<file path="config.mk">
export PLATFORM = sky130hd
export DESIGN_NAME = csr_core_regs
export DESIGN_NICKNAME = d
export VERILOG_FILES = /design/src/csr_pkg.sv /design/src/csr_timer_count.sv /design/src/csr_core_regs.sv
export SDC_FILE = /design/constraint.sdc
export NUM_CORES = 1
export LEC_CHECK = 0
export ABC_AREA = 1
export BUFFER_PORTS_ARGS = -buffer_cell sky130_fd_sc_hd__buf_2
export CORE_ASPECT_RATIO = 0.9
export CORE_MARGIN = 5
export CORE_UTILIZATION = 35
export CTS_BUF_LIST = sky130_fd_sc_hd__clkbuf_4
export DETAILED_ROUTE_END_ITERATION = 6
export PLACE_DENSITY = 0.56
export SKIP_LAST_GASP = 1
export SYNTH_ARGS = -nofsm -noshare
export SYNTH_HDL_FRONTEND = slang
export SYNTH_SLANG_ARGS = --single-unit
</file>
<file path="constraint.sdc">
create_clock -name core_clk -period 2.3 [get_ports core_clk]
set_clock_uncertainty 0.1 [all_clocks]
set_input_delay 0.115 -clock core_clk [delete_from_list [all_inputs] [get_ports core_clk]]
set_output_delay 0.115 -clock core_clk [all_outputs]
set_load 0.03 [all_outputs]
</file>
<file path="src/csr_pkg.sv">
// Constants for the core special-function register block
package csr_pkg;
   localparam logic [6:0] ADDR_INDIRECT_WINDOW = 7'h00;
   localparam logic [6:0] ADDR_TIMER_COUNT = 7'h01;
   localparam logic [6:0] ADDR_PC_LOW_BYTE = 7'h02;
   localparam logic [6:0] ADDR_FLAGS = 7'h03;
   localparam logic [6:0] ADDR_FILE_SELECT = 7'h04;
   localparam logic [6:0] ADDR_PC_HIGH_BUFFER = 7'h0A;
   localparam logic [6:0] SFR_TOP = 7'h1F;
   localparam int PC_WIDTH = 10;
   localparam int FLAG_CARRY = 0;
   localparam int FLAG_NIBBLE = 1;
   localparam int FLAG_ZERO = 2;
   localparam int FLAG_POWER_DOWN = 3;
   localparam int FLAG_EXPIRY = 4;
   localparam int FLAG_SPARE = 5;
   localparam int FLAG_BANK_LO = 6;
   localparam int FLAG_BANK_HI = 7;
   localparam logic [7:0] FLAGS_RESET = 8'h18;
   localparam logic [7:0] POINTER_RESET = 8'h00;
   localparam logic [9:0] PC_RESET = 10'h000;
   localparam logic [1:0] PCHB_RESET = 2'h0;
   localparam logic [7:0] TIMER_RESET = 8'h00;
   // Timer source selections
   typedef enum logic [1:0] {CSR_SRC_INSTR, CSR_SRC_EXT, CSR_SRC_LOWOSC} csr_src_type;
endpackage : csr_pkg

</file>
<file path="src/csr_timer_count.sv">
// Timer counter with selectable count source and direct load
`timescale 1ns/10ps
`default_nettype none
module csr_timer_count
   import csr_pkg::*;
(
   input wire logic core_clk,
   input wire logic resetn,
   input wire logic instrTick,
   input wire logic extCountSync,
   input wire logic lowOscSync,
   input wire logic timerSourceMode,
   input wire logic cfgLowOsc,
   input wire logic loadEn,
   input wire logic [7:0] loadData,
   output logic [7:0] count
);
   logic [7:0] count_reg, count_next;
   logic extPrev_reg, lowPrev_reg;
   logic tick;
   csr_src_type src;

   always_comb begin
      if (!timerSourceMode) src = CSR_SRC_INSTR;
      else if (cfgLowOsc) src = CSR_SRC_LOWOSC;
      else src = CSR_SRC_EXT;
      case (src)
         CSR_SRC_INSTR: tick = instrTick;
         CSR_SRC_EXT: tick = extCountSync & ~extPrev_reg;
         CSR_SRC_LOWOSC: tick = lowOscSync & ~lowPrev_reg;
         default: tick = 1'b0;
      endcase
      count_next = count_reg;
      if (loadEn) count_next = loadData;
      else if (tick) count_next = count_reg + 8'h01;
   end

   always_ff @(posedge core_clk or negedge resetn) begin
      if (!resetn) begin
         count_reg <= TIMER_RESET;
         extPrev_reg <= 1'b0;
         lowPrev_reg <= 1'b0;
      end else begin
         count_reg <= count_next;
         extPrev_reg <= extCountSync;
         lowPrev_reg <= lowOscSync;
      end
   end
   assign count = count_reg;
endmodule : csr_timer_count
`default_nettype wire

</file>
<file path="src/csr_core_regs.sv">
// Core special-function registers: indirect window, timer, PC, flags, pointer
// Operation
// - Window at 0x0 has no storage; accesses go to pointer-selected register.
// - Timer register reads live count; writes replace the count immediately.
// - Timer counts instruction clock, external pin or low oscillator.
// - PC is 10 bits, low byte read/write, increments after each instruction.
// - Register writes reach PC upper bits only through the high-byte buffer.
// - Long jump loads all ten PC bits from instruction word.
// - Long call loads PC and pushes PC+1 onto return stack.
// - Carry set on add carry or subtract without borrow.
// - Nibble flag set on low nibble carry or no nibble borrow.
// - Zero flag set when operation result is zero.
// - Power-down flag set at power-up and watchdog clear, cleared by sleep.
// - Expiry flag set at power-up, watchdog clear, sleep; cleared on timeout.
// - Flag bits 7:6 select data bank, reset zero.
// - Pointer bits 6:0 select one of 128 locations for indirect access.
// - Flag bit 5 and pointer bit 7 are plain storage, reset zero.
// - Indirect access uses bank bits and seven pointer bits.
// - Addresses 0x0-0x1F in every bank map to bank 0 registers.
`timescale 1ns/10ps
`default_nettype none
module csr_core_regs
   import csr_pkg::*;
(
   input wire logic core_clk,
   input wire logic resetn,
   input wire logic instrDone,
   input wire logic [1:0] accBank,
   input wire logic [6:0] accAddr,
   input wire logic accIndirect,
   input wire logic accRead,
   input wire logic accWrite,
   input wire logic [7:0] accWdata,
   output logic [7:0] accRdata,
   output logic [8:0] memAddr,
   output logic memRead,
   output logic memWrite,
   output logic [7:0] memWdata,
   input wire logic [7:0] memRdata,
   input wire logic longJump,
   input wire logic longSubroutineJump,
   input wire logic [9:0] jumpTarget,
   output logic stackPush,
   output logic [9:0] stackData,
   output logic [9:0] pcOut,
   input wire logic flagUpdate,
   input wire logic [2:0] flagMask,
   input wire logic carryIn,
   input wire logic nibbleIn,
   input wire logic [7:0] resultIn,
   input wire logic watchdogClearInstr,
   input wire logic sleepInstr,
   input wire logic watchdogTimeout,
   input wire logic timerSourceMode,
   input wire logic cfgLowOsc,
   input wire logic externalCountInput,
   input wire logic lowOscClock,
   output logic [1:0] bankSelect,
   output logic [6:0] pointerLoc
);
   logic [9:0] pc_reg, pc_next;
   logic [1:0] pcHigh_reg, pcHigh_next;
   logic [7:0] flags_reg, flags_next;
   logic [7:0] ptr_reg, ptr_next;
   logic [7:0] rdata_reg, rdata_next;
   logic [8:0] mAddr_reg, mAddr_next;
   logic mRd_reg, mRd_next, mWr_reg, mWr_next;
   logic [7:0] mWd_reg, mWd_next;
   logic push_reg, push_next;
   logic [9:0] stk_reg, stk_next;
   logic [1:0] extSync_reg, lowSync_reg;
   logic [1:0] effBank;
   logic [6:0] effAddr;
   logic isSfr, tmrWrite;
   logic [7:0] timerCount;

   // Two flops before the counter reads the pins
   always_ff @(posedge core_clk or negedge resetn) begin
      if (!resetn) begin
         extSync_reg <= 2'h0;
         lowSync_reg <= 2'h0;
      end else begin
         extSync_reg <= {extSync_reg[0], externalCountInput};
         lowSync_reg <= {lowSync_reg[0], lowOscClock};
      end
   end

   always_comb begin
      // Indirect path replaces the operand address entirely
      if (accIndirect || accAddr == ADDR_INDIRECT_WINDOW) begin
         effBank = flags_reg[FLAG_BANK_HI:FLAG_BANK_LO];
         effAddr = ptr_reg[6:0];
      end else begin
         effBank = accBank;
         effAddr = accAddr;
      end
      isSfr = effAddr <= SFR_TOP;
      tmrWrite = accWrite && isSfr && effAddr == ADDR_TIMER_COUNT;
   end

   csr_timer_count u_timer (
      .core_clk(core_clk),
      .resetn(resetn),
      .instrTick(instrDone),
      .extCountSync(extSync_reg[1]),
      .lowOscSync(lowSync_reg[1]),
      .timerSourceMode(timerSourceMode),
      .cfgLowOsc(cfgLowOsc),
      .loadEn(tmrWrite),
      .loadData(accWdata),
      .count(timerCount)
   );

   always_comb begin
      pc_next = pc_reg;
      pcHigh_next = pcHigh_reg;
      flags_next = flags_reg;
      ptr_next = ptr_reg;
      rdata_next = rdata_reg;
      mAddr_next = {effBank, effAddr};
      mRd_next = 1'b0;
      mWr_next = 1'b0;
      mWd_next = accWdata;
      push_next = 1'b0;
      stk_next = stk_reg;
      if (instrDone) pc_next = pc_reg + 10'h001;
      if (flagUpdate) begin
         if (flagMask[0]) flags_next[FLAG_CARRY] = carryIn;
         if (flagMask[1]) flags_next[FLAG_NIBBLE] = nibbleIn;
         if (flagMask[2]) flags_next[FLAG_ZERO] = (resultIn == 8'h00);
      end
      // Memory answers on the registered address, so its byte is taken a cycle later
      if (mRd_reg) rdata_next = memRdata;
      if (accRead) begin
         if (isSfr) begin
            case (effAddr)
               ADDR_TIMER_COUNT: rdata_next = timerCount;
               ADDR_PC_LOW_BYTE: rdata_next = pc_reg[7:0];
               ADDR_FLAGS: rdata_next = flags_reg;
               ADDR_FILE_SELECT: rdata_next = ptr_reg;
               ADDR_PC_HIGH_BUFFER: rdata_next = {6'h00, pcHigh_reg};
               default: rdata_next = 8'h00;
            endcase
         end else begin
            mRd_next = 1'b1;
         end
      end
      if (accWrite) begin
         if (isSfr) begin
            case (effAddr)
               ADDR_PC_LOW_BYTE: pc_next = {pcHigh_reg, accWdata};
               ADDR_FLAGS: flags_next = accWdata;
               ADDR_FILE_SELECT: ptr_next = accWdata;
               ADDR_PC_HIGH_BUFFER: pcHigh_next = accWdata[1:0];
               default: ;
            endcase
         end else begin
            mWr_next = 1'b1;
         end
      end
      if (longJump) pc_next = jumpTarget;
      if (longSubroutineJump) begin
         pc_next = jumpTarget;
         push_next = 1'b1;
         stk_next = pc_reg + 10'h001;
      end
      // Hardware events override a same-cycle software write of the flag
      if (watchdogClearInstr) begin
         flags_next[FLAG_POWER_DOWN] = 1'b1;
         flags_next[FLAG_EXPIRY] = 1'b1;
      end
      if (sleepInstr) begin
         flags_next[FLAG_POWER_DOWN] = 1'b0;
         flags_next[FLAG_EXPIRY] = 1'b1;
      end
      if (watchdogTimeout) flags_next[FLAG_EXPIRY] = 1'b0;
   end

   always_ff @(posedge core_clk or negedge resetn) begin
      if (!resetn) begin
         pc_reg <= PC_RESET;
         pcHigh_reg <= PCHB_RESET;
         flags_reg <= FLAGS_RESET;
         ptr_reg <= POINTER_RESET;
         rdata_reg <= 8'h00;
         mAddr_reg <= 9'h000;
         mRd_reg <= 1'b0;
         mWr_reg <= 1'b0;
         mWd_reg <= 8'h00;
         push_reg <= 1'b0;
         stk_reg <= 10'h000;
      end else begin
         pc_reg <= pc_next;
         pcHigh_reg <= pcHigh_next;
         flags_reg <= flags_next;
         ptr_reg <= ptr_next;
         rdata_reg <= rdata_next;
         mAddr_reg <= mAddr_next;
         mRd_reg <= mRd_next;
         mWr_reg <= mWr_next;
         mWd_reg <= mWd_next;
         push_reg <= push_next;
         stk_reg <= stk_next;
      end
   end

   assign accRdata = rdata_reg;
   assign memAddr = mAddr_reg;
   assign memRead = mRd_reg;
   assign memWrite = mWr_reg;
   assign memWdata = mWd_reg;
   assign stackPush = push_reg;
   assign stackData = stk_reg;
   assign pcOut = pc_reg;
   assign bankSelect = flags_reg[FLAG_BANK_HI:FLAG_BANK_LO];
   assign pointerLoc = ptr_reg[6:0];

   a_jump_load: assert property (@(posedge core_clk) disable iff (!resetn)
      longJump && !longSubroutineJump |=> pcOut == $past(jumpTarget))
      else $error("long jump did not load PC");
   a_call_push: assert property (@(posedge core_clk) disable iff (!resetn)
      longSubroutineJump |=> stackPush && stackData == $past(pcOut) + 10'h001 && pcOut == $past(jumpTarget))
      else $error("long call push wrong");
   a_pc_step: assert property (@(posedge core_clk) disable iff (!resetn)
      instrDone && !accWrite && !longJump && !longSubroutineJump |=> pcOut == $past(pcOut) + 10'h001)
      else $error("PC did not advance");
   a_pcl_atomic: assert property (@(posedge core_clk) disable iff (!resetn)
      accWrite && !accIndirect && accAddr == ADDR_PC_LOW_BYTE && !longJump && !longSubroutineJump
      |=> pcOut == {$past(pcHigh_reg), $past(accWdata)})
      else $error("PC low write not atomic");
   a_zero_flag: assert property (@(posedge core_clk) disable iff (!resetn)
      flagUpdate && flagMask[2] && !accWrite |=> flags_reg[FLAG_ZERO] == ($past(resultIn) == 8'h00))
      else $error("zero flag wrong");
   a_carry_flag: assert property (@(posedge core_clk) disable iff (!resetn)
      flagUpdate && flagMask[0] && !accWrite |=> flags_reg[FLAG_CARRY] == $past(carryIn))
      else $error("carry flag wrong");
   a_sleep_flags: assert property (@(posedge core_clk) disable iff (!resetn)
      sleepInstr && !watchdogTimeout |=> !flags_reg[FLAG_POWER_DOWN] && flags_reg[FLAG_EXPIRY])
      else $error("sleep flags wrong");
   a_timeout_flag: assert property (@(posedge core_clk) disable iff (!resetn)
      watchdogTimeout |=> !flags_reg[FLAG_EXPIRY])
      else $error("timeout flag not cleared");
   a_indirect_addr: assert property (@(posedge core_clk) disable iff (!resetn)
      (accIndirect || accAddr == ADDR_INDIRECT_WINDOW) && accRead && !isSfr
      |=> memRead && memAddr == {$past(bankSelect), $past(pointerLoc)})
      else $error("indirect address wrong");
endmodule : csr_core_regs
`default_nettype wire

</file>
# Word-level counts from Yosys, hierarchy flattened
# Cells that the tools add are included.
dict set report totals {
  out_inout_bits 57
  register_bits 80
  word_cells 82
}
dict set report classes {
  n_reduce_logical 18
  addsub 2
  n_lt_le_gt_ge 1
  bitwise_logic 4
  eq_ne 7
  n_mux 31
}
# cell n
set ops {}
lappend ops {{10-bit two-way mux} 6}
lappend ops {{8-bit two-way mux} 5}
lappend ops {{8-bit case mux with 5 select lines} 1}
lappend ops {{5-bit two-way mux} 3}
lappend ops {{3-bit AND reduction} 5}
lappend ops {{7-bit by 2-bit == test with 1-bit output, second input constant} 2}
lappend ops {{4-bit nonzero test} 3}
lappend ops {{10-bit by 1-bit adder with 10-bit output, second input constant} 1}
lappend ops {{2-bit two-way mux} 5}
lappend ops {{3-bit nonzero test} 3}
lappend ops {{8-bit by 1-bit adder with 8-bit output, second input constant} 1}
lappend ops {{8-bit logical NOT} 1}
lappend ops {{1-bit two-way mux} 8}
lappend ops {{7-bit by 1-bit == test with 1-bit output, second input constant} 1}
lappend ops {{7-bit by 3-bit == test with 1-bit output, second input constant} 1}
lappend ops {{7-bit by 4-bit == test with 1-bit output, second input constant} 1}
lappend ops {{7-bit by 5-bit less-or-equal comparator with 1-bit output, second input constant} 1}
lappend ops {{7-bit logical NOT} 1}
lappend ops {{7-bit two-way mux} 1}
lappend ops {{3-bit two-way mux} 1}
lappend ops {{1-bit case mux with 3 select lines} 1}
lappend ops {{1-bit AND} 2}
lappend ops {{2-bit by 1-bit == test with 1-bit output, second input constant} 1}
lappend ops {{2-bit == test, second input constant} 1}
lappend ops {{5 further kinds} 7}

# Longest topological paths before layout
dict set report logic_depth {
  depth_word 10
  depth_mapped 16
}

# Hierarchy
# A second synthesis with hierarchy kept.
dict set report unflattened {
  cells_unflattened 563
  area_unflattened_um2 4330.4
}
# module instances cells_each area_each_um2 seq_area_each_um2
set by_module_without_submodules {}
lappend by_module_without_submodules {csr_core_regs 1 465 3662.3 1754.2}
lappend by_module_without_submodules {csr_timer_count 1 98 668.1 250.2}

# Worst setup path after synthesis
# No wires, ideal clock.
dict set report synth_timing {
  path_type {reg-to-reg}
  startpoint {register pc_reg[0] (netlist: pcOut[0])}
  endpoint {register pc_reg[8] (netlist: pcOut[8])}
  n_path_buf 0
  synth_period_minus_slack_ps 1842
  path_stages_with_launch 10
  slack_ps 458
  arrival_time_ps 1619
  setup_time_ps 124
  required_ps 2076
  path_cell_list {dfrtp_1 ha_1 nand3_1 nor2_1 nand3_1 xor2_1 o21ai_0 nand2_1 o211ai_1 nand2_1}
}
dict set report synth_between {
  elab_chain_len 7
}
# element line
set synth_rtl {}
lappend synth_rtl {{start, declared} csr_core_regs.sv:61} ;# logic [9:0] pc_reg, pc_next;
lappend synth_rtl {{start signal, assigned} csr_core_regs.sv:193} ;# pc_reg <= pc_next;
lappend synth_rtl {{10-bit by 1-bit adder with 10-bit output (*)} csr_core_regs.sv:126} ;# if (instrDone) pc_next = pc_reg + 10'h001;
lappend synth_rtl {{10-bit two-way mux (*)} csr_core_regs.sv:126}
lappend synth_rtl {{10-bit two-way mux} csr_core_regs.sv:150} ;# case (effAddr)
lappend synth_rtl {{10-bit two-way mux} csr_core_regs.sv:149} ;# if (isSfr) begin
lappend synth_rtl {{10-bit two-way mux (*)} csr_core_regs.sv:148} ;# if (accWrite) begin
lappend synth_rtl {{10-bit two-way mux (*)} csr_core_regs.sv:161} ;# if (longJump) pc_next = jumpTarget;
lappend synth_rtl {{10-bit two-way mux (*)} csr_core_regs.sv:162} ;# if (longSubroutineJump) begin
lappend synth_rtl {{named net pc_next[8]} csr_core_regs.sv:61}
# The timed path passes the listed nets; every way through them passes the cells marked *.
# A chain may end at the register's enable or synchronous reset.

# Final worst setup path
dict set report layout_timing {
  startpoint {input resultIn[6]}
  endpoint {register flags_reg[2]}
}
dict set report layout_between {
  elab_chain_len 6
}
# element line
set layout_rtl {}
lappend layout_rtl {{start, declared} csr_core_regs.sv:50} ;# input wire logic [7:0] resultIn,
lappend layout_rtl {{8-bit logical NOT (*)} csr_core_regs.sv:130} ;# if (flagMask[2]) flags_next[FLAG_ZERO] = (resultIn == 8'h00);
lappend layout_rtl {{1-bit two-way mux (*)} csr_core_regs.sv:130}
lappend layout_rtl {{3-bit two-way mux (*)} csr_core_regs.sv:127} ;# if (flagUpdate) begin
lappend layout_rtl {{5-bit two-way mux} csr_core_regs.sv:150}
lappend layout_rtl {{5-bit two-way mux} csr_core_regs.sv:149}
lappend layout_rtl {{5-bit two-way mux (*)} csr_core_regs.sv:148}
lappend layout_rtl {{named net flags_next[2]} csr_core_regs.sv:63} ;# logic [7:0] flags_reg, flags_next;
lappend layout_rtl {{end signal, assigned} csr_core_regs.sv:195} ;# flags_reg <= flags_next;
lappend layout_rtl {{end, declared} csr_core_regs.sv:63}
# The timed path passes the listed nets; every way through them passes the cells marked *. The select of a mux whose other input is x is not followed.

==> metrics list <==
- The run finished with clean final reports.
* Maximum clock rate: about 0.45 GHz
- Worst-path clk slew: approximately 0.13 ns
- Final hold analysis gives a worst-case slack of 0.0197 ns.
* CP Data Required Time: 2.62 ns
* Number of endpoints with negative hold slack in the final report: 0
- Count of synthesis-stage warnings from yosys: 0
* Number of buffer cells added on primary ports: 120
- Measured along the y axis, the die boundary spans 116 µm.
* Routed length per placed instance: ~15 µm
- The routed design has 13,600 µm of wire.
- Ranked by total cell area, the synthesized netlist is headed by sky130_fd_sc_hd__dfrtp_1 (45%), sky130_fd_sc_hd__nand2_1 (16%), sky130_fd_sc_hd__nand3_1 (5.5%).
- The worst-case IR drop observed on VDD is approximately 360 µV.
- Yosys cell types: 33
- Most frequent cells after synthesis: sky130_fd_sc_hd__nand2_1 (192), sky130_fd_sc_hd__dfrtp_1 (78), sky130_fd_sc_hd__nand3_1 (48)
- First-pass GRT wire length: ~21,000 µm
- Post-route DRC: 0
- Setup violations remaining at the end of the flow were counted as 0.
- Data on the critical path arrives at its endpoint at about 2.6 ns.
- STA classifies the critical path endpoint as a flop.
- Top flip-flop cell by instance count after synthesis: sky130_fd_sc_hd__dfrtp_1
- Depth of the worst register-to-register path: 9
* Bufs and invs on worst path: 5
- sky130_fd_sc_hd__dfrtp_1 takes more of the synthesized area than any other cell.
- Max-cap check violation count: 0
- Crit path depth: 9
* TritonCTS clock tree: yes
- For the pin with the worst max-slew slack, the measured transition is between 0.5 and 0.6 ns.
- Fill cells in the final layout number 1,200.
- Fin util: roughly half
- about 120 I/O pins were placed.
- Summed over all cells, the static leakage comes to between 3 and 4 nW.
- Cell chain of the critical path: dlygate4sd3_1 > buf_2 > nor4_1 > dlygate4sd3_1 > nand2_1 > dlygate4sd3_1 > o311ai_0 > o21ai_1 > inv_1
* Fraction of layout cells with a size suffix above 1: between 20% and 30%
* Final ANT Viol Nets: 0
- Post-synth EDFFs: 0
* Initial standard-cell utilization of the core: 36.0%
* Number of H-tree branching levels: 3
- First-pass DRT Iterations: 5
- Among the stages of the critical path, the cell type that occurs most often is sky130_fd_sc_hd__dlygate4sd3_1.
- In this run, the number of DRC markers left after iteration 0 of detailed routing was around 220.
* TritonCTS buffer count: 9
- Highest fanout seen on the critical path: 1
- The sequential cells in the finished layout cover a total of between 2000 and 2500 µm².
- Clock tree synthesis selected as its root buffer the cell sky130_fd_sc_hd__clkbuf_4.
- Global route overflow: 0
- Post-synthesis async set-or-reset flop share: 100%
- Growth of design area from synthesis to finish: 37.0%
- The worst path in the final design needs a cycle of approximately 2.2 ns, including I/O delays and setup.
* Sequential area share after synthesis: about 46%
- Adding up every negative setup slack in the final design gives 0 ns.
- The initial antenna violation count is 1.
* Syn Inst Count: between 500 and 600
* Unrepaired setup endpoints after global routing: false
* Number of vias per cell after detailed routing: between 4 and 5
* Max transition margin: between 60% and 70%
* Portion of synthesized cell area occupied by the leading cell type: approximately 45%
- Seq cells post-synth: 80
- The HPWL after detailed placement is 9680 µm.
* Overall die area: between 10,000 and 15,000 µm²
- Via count of the first global-routing pass: approximately 4.2k
- Clock latency at the later pin of the worst-skew pair: about 0.48 ns
* Core Rows: 38
- The most common cell in the synthesized netlist is sky130_fd_sc_hd__nand2_1.
- The worst path uses 97.3% of the clock period.
- Maximum number of pins on one net before global-route repair: 48
* Library cell contributing the largest single delay on the critical path: sky130_fd_sc_hd__dlygate4sd3_1
- Weighted congestion at the end of routability-driven global placement: around 0.95
* Delay of the slowest critical-path stage: 0.59 ns
- The max-slew violation total from the final report is 0.
- Mean instance size in the synthesized netlist: ~8 µm²
- Dividing total power by cell area gives a power density of 608 nW/µm².
- Die span in x: 128 µm
- Area inside the core boundary: ~12,000 µm²
- Worst Hold Class: in -> async
- Post-Syn Area: about 4400 µm²
- The clock passes through at most 2 buffers.
- Summing over every cut layer, the via total after detailed routing is between 4k and 5k.
- Total routing resource utilization after global routing: 18.3%
- Critical path type: in -> reg
- In the final layout, the multi-input gates occupy approximately 2000 µm².
- Among cell families on the critical path, the largest total delay comes from buffers and inverters.
* Synthesized net count: a little over 600
* Clk sink count: 80
- The worst setup path is launched from an input pin.
- At the end of the flow, the number of nets in the layout was about 810.
-- repair_timing --
| action | CTS | global route |
|---|---|---|
| setup endpoints to repair | 0 | 18 |
| buffers inserted | 0 | 3 |
| gates resized for setup | 0 | 5 |
| hold endpoints to repair | 152 | 1 |
| hold buffers | 73 | 1 |
-- power by group --
| part | leakage (nW) | switching [W] | internal [W] | total (W) |
|---|---|---|---|---|
| Clock | 0.0868 | 0.000530 | 0.000457 | 0.000987 |
| Combinational | 2.14 | 0.000572 | 0.000383 | 0.000954 |
| Sequential | 0.936 | 0.000148 | 0.00156 | 0.00171 |
| Total | 3.16 | 0.00125 | 0.00240 | 0.00365 |
-- worst reg2reg max path, cell delays in order, from the launching register on --
cell and delay (ns):
sky130_fd_sc_hd__dfrtp_1 0.43, sky130_fd_sc_hd__inv_1 0.11, sky130_fd_sc_hd__nand2_1 0.07, sky130_fd_sc_hd__nand2_2 0.09, sky130_fd_sc_hd__nand2_4 0.09, sky130_fd_sc_hd__nor2_4 0.12, sky130_fd_sc_hd__buf_4 0.21, sky130_fd_sc_hd__nand3_4 0.25
sky130_fd_sc_hd__o211ai_1 0.26, sky130_fd_sc_hd__nand2_1 0.09
-- layer usage --
layer  vias to the layer above  global-route usage, %  wire [µm]
li1                       2119                      -          -
met1                      1945                   24.4       6340
met2                       125                   29.2       6240
met3                        12                   5.81        811
met4                         0                   4.88        178
met5                         -                      0          0
-- cell usage in the layout, fill, tap and decap left out, types with 2 or more instances in the layout --
master                          netlist  layout
sky130_fd_sc_hd__clkinv_4             0       3
sky130_fd_sc_hd__nand2_1            192     190
sky130_fd_sc_hd__o21ai_0             32      31
sky130_fd_sc_hd__nand2_2             12      14
sky130_fd_sc_hd__bufinv_16            0       2
sky130_fd_sc_hd__diode_2              0       2
sky130_fd_sc_hd__nor2_8               3       3
sky130_fd_sc_hd__nor2_1              35      35
sky130_fd_sc_hd__clkbuf_4             0      10
sky130_fd_sc_hd__inv_1               45      45
sky130_fd_sc_hd__xnor2_1              2       2
sky130_fd_sc_hd__a21oi_1              3       3
sky130_fd_sc_hd__dlygate4sd3_1        0      73
sky130_fd_sc_hd__nand3_4              2       3
sky130_fd_sc_hd__dfrtp_1             78      78
sky130_fd_sc_hd__nand3_1             48      48
sky130_fd_sc_hd__nor3_1               5       5
sky130_fd_sc_hd__dfstp_2              2       2
sky130_fd_sc_hd__buf_4                9      10
sky130_fd_sc_hd__xor2_1              14      14
sky130_fd_sc_hd__nor2_4               4       5
sky130_fd_sc_hd__o21ai_1              9      10
sky130_fd_sc_hd__o21ai_2              3       3
sky130_fd_sc_hd__buf_2                1     119
sky130_fd_sc_hd__nand3b_1             3       3
sky130_fd_sc_hd__ha_1                 2       2
sky130_fd_sc_hd__nand2_4              7       7
sky130_fd_sc_hd__a31oi_1              6       6
sky130_fd_sc_hd__o211ai_1            10      10
-- worst paths after layout --
check,start,to,slack (ns)
worst max-delay path,resultIn[6],flags_reg[2]$_DFF_PN0_,0.06
min in group core_clk,flagUpdate,flags_reg[2]$_DFF_PN0_,0.05
worst min-delay path,resetn,memAddr[5]$_DFF_PN0_,0.02
max in group asynchronous,resetn,accRdata[4]$_DFF_PN0_,1.48
worst min register to register,lowSync_reg[0]$_DFF_PN0_,lowSync_reg[1]$_DFF_PN0_,0.27
worst max register to register,ptr_reg[5]$_DFFE_PN0P_,pcOut[4]$_DFF_PN0_,0.36
-- cell families (layout without fill, tap and decap cells) --
logic type | count (synthesis) | in the layout | synth area share, %
other cells | 0 | 2 | 0
flops | 80 | 80 | 45.7
compound gates | 66 | 66 | 8.74
xor+xnor | 16 | 16 | 3.20
fa+ha+maj | 2 | 2 | 0.571
buf+inv | 72 | 265 | 8.51
simple gates | 314 | 315 | 33.2
-- cell type report --
type                    count  area share (%)
diodes                      2          0.0834
clock buffers              10            1.25
clock inverters             6            1.56
inverters                  46            2.88
multi-input cells         399            33.8
flip-flops and latches     80            33.4
well taps                 160            3.34
repair buffers            203            23.7
-- stage by stage --
stage          std cells  power, W  setup slack, ns  instance area, µm²
2_1_floorplan        550   0.00227            0.458                4380
3_3_place_gp         811   0.00257            0.275                5050
3_5_place_dp         811   0.00259            0.211                5050
4_1_cts              900   0.00368           0.0337                5950
5_1_grt              906   0.00385          0.00638                6000
6_report             906   0.00365           0.0611                6000
No activity file was read; power rests on OpenSTA's default activity.
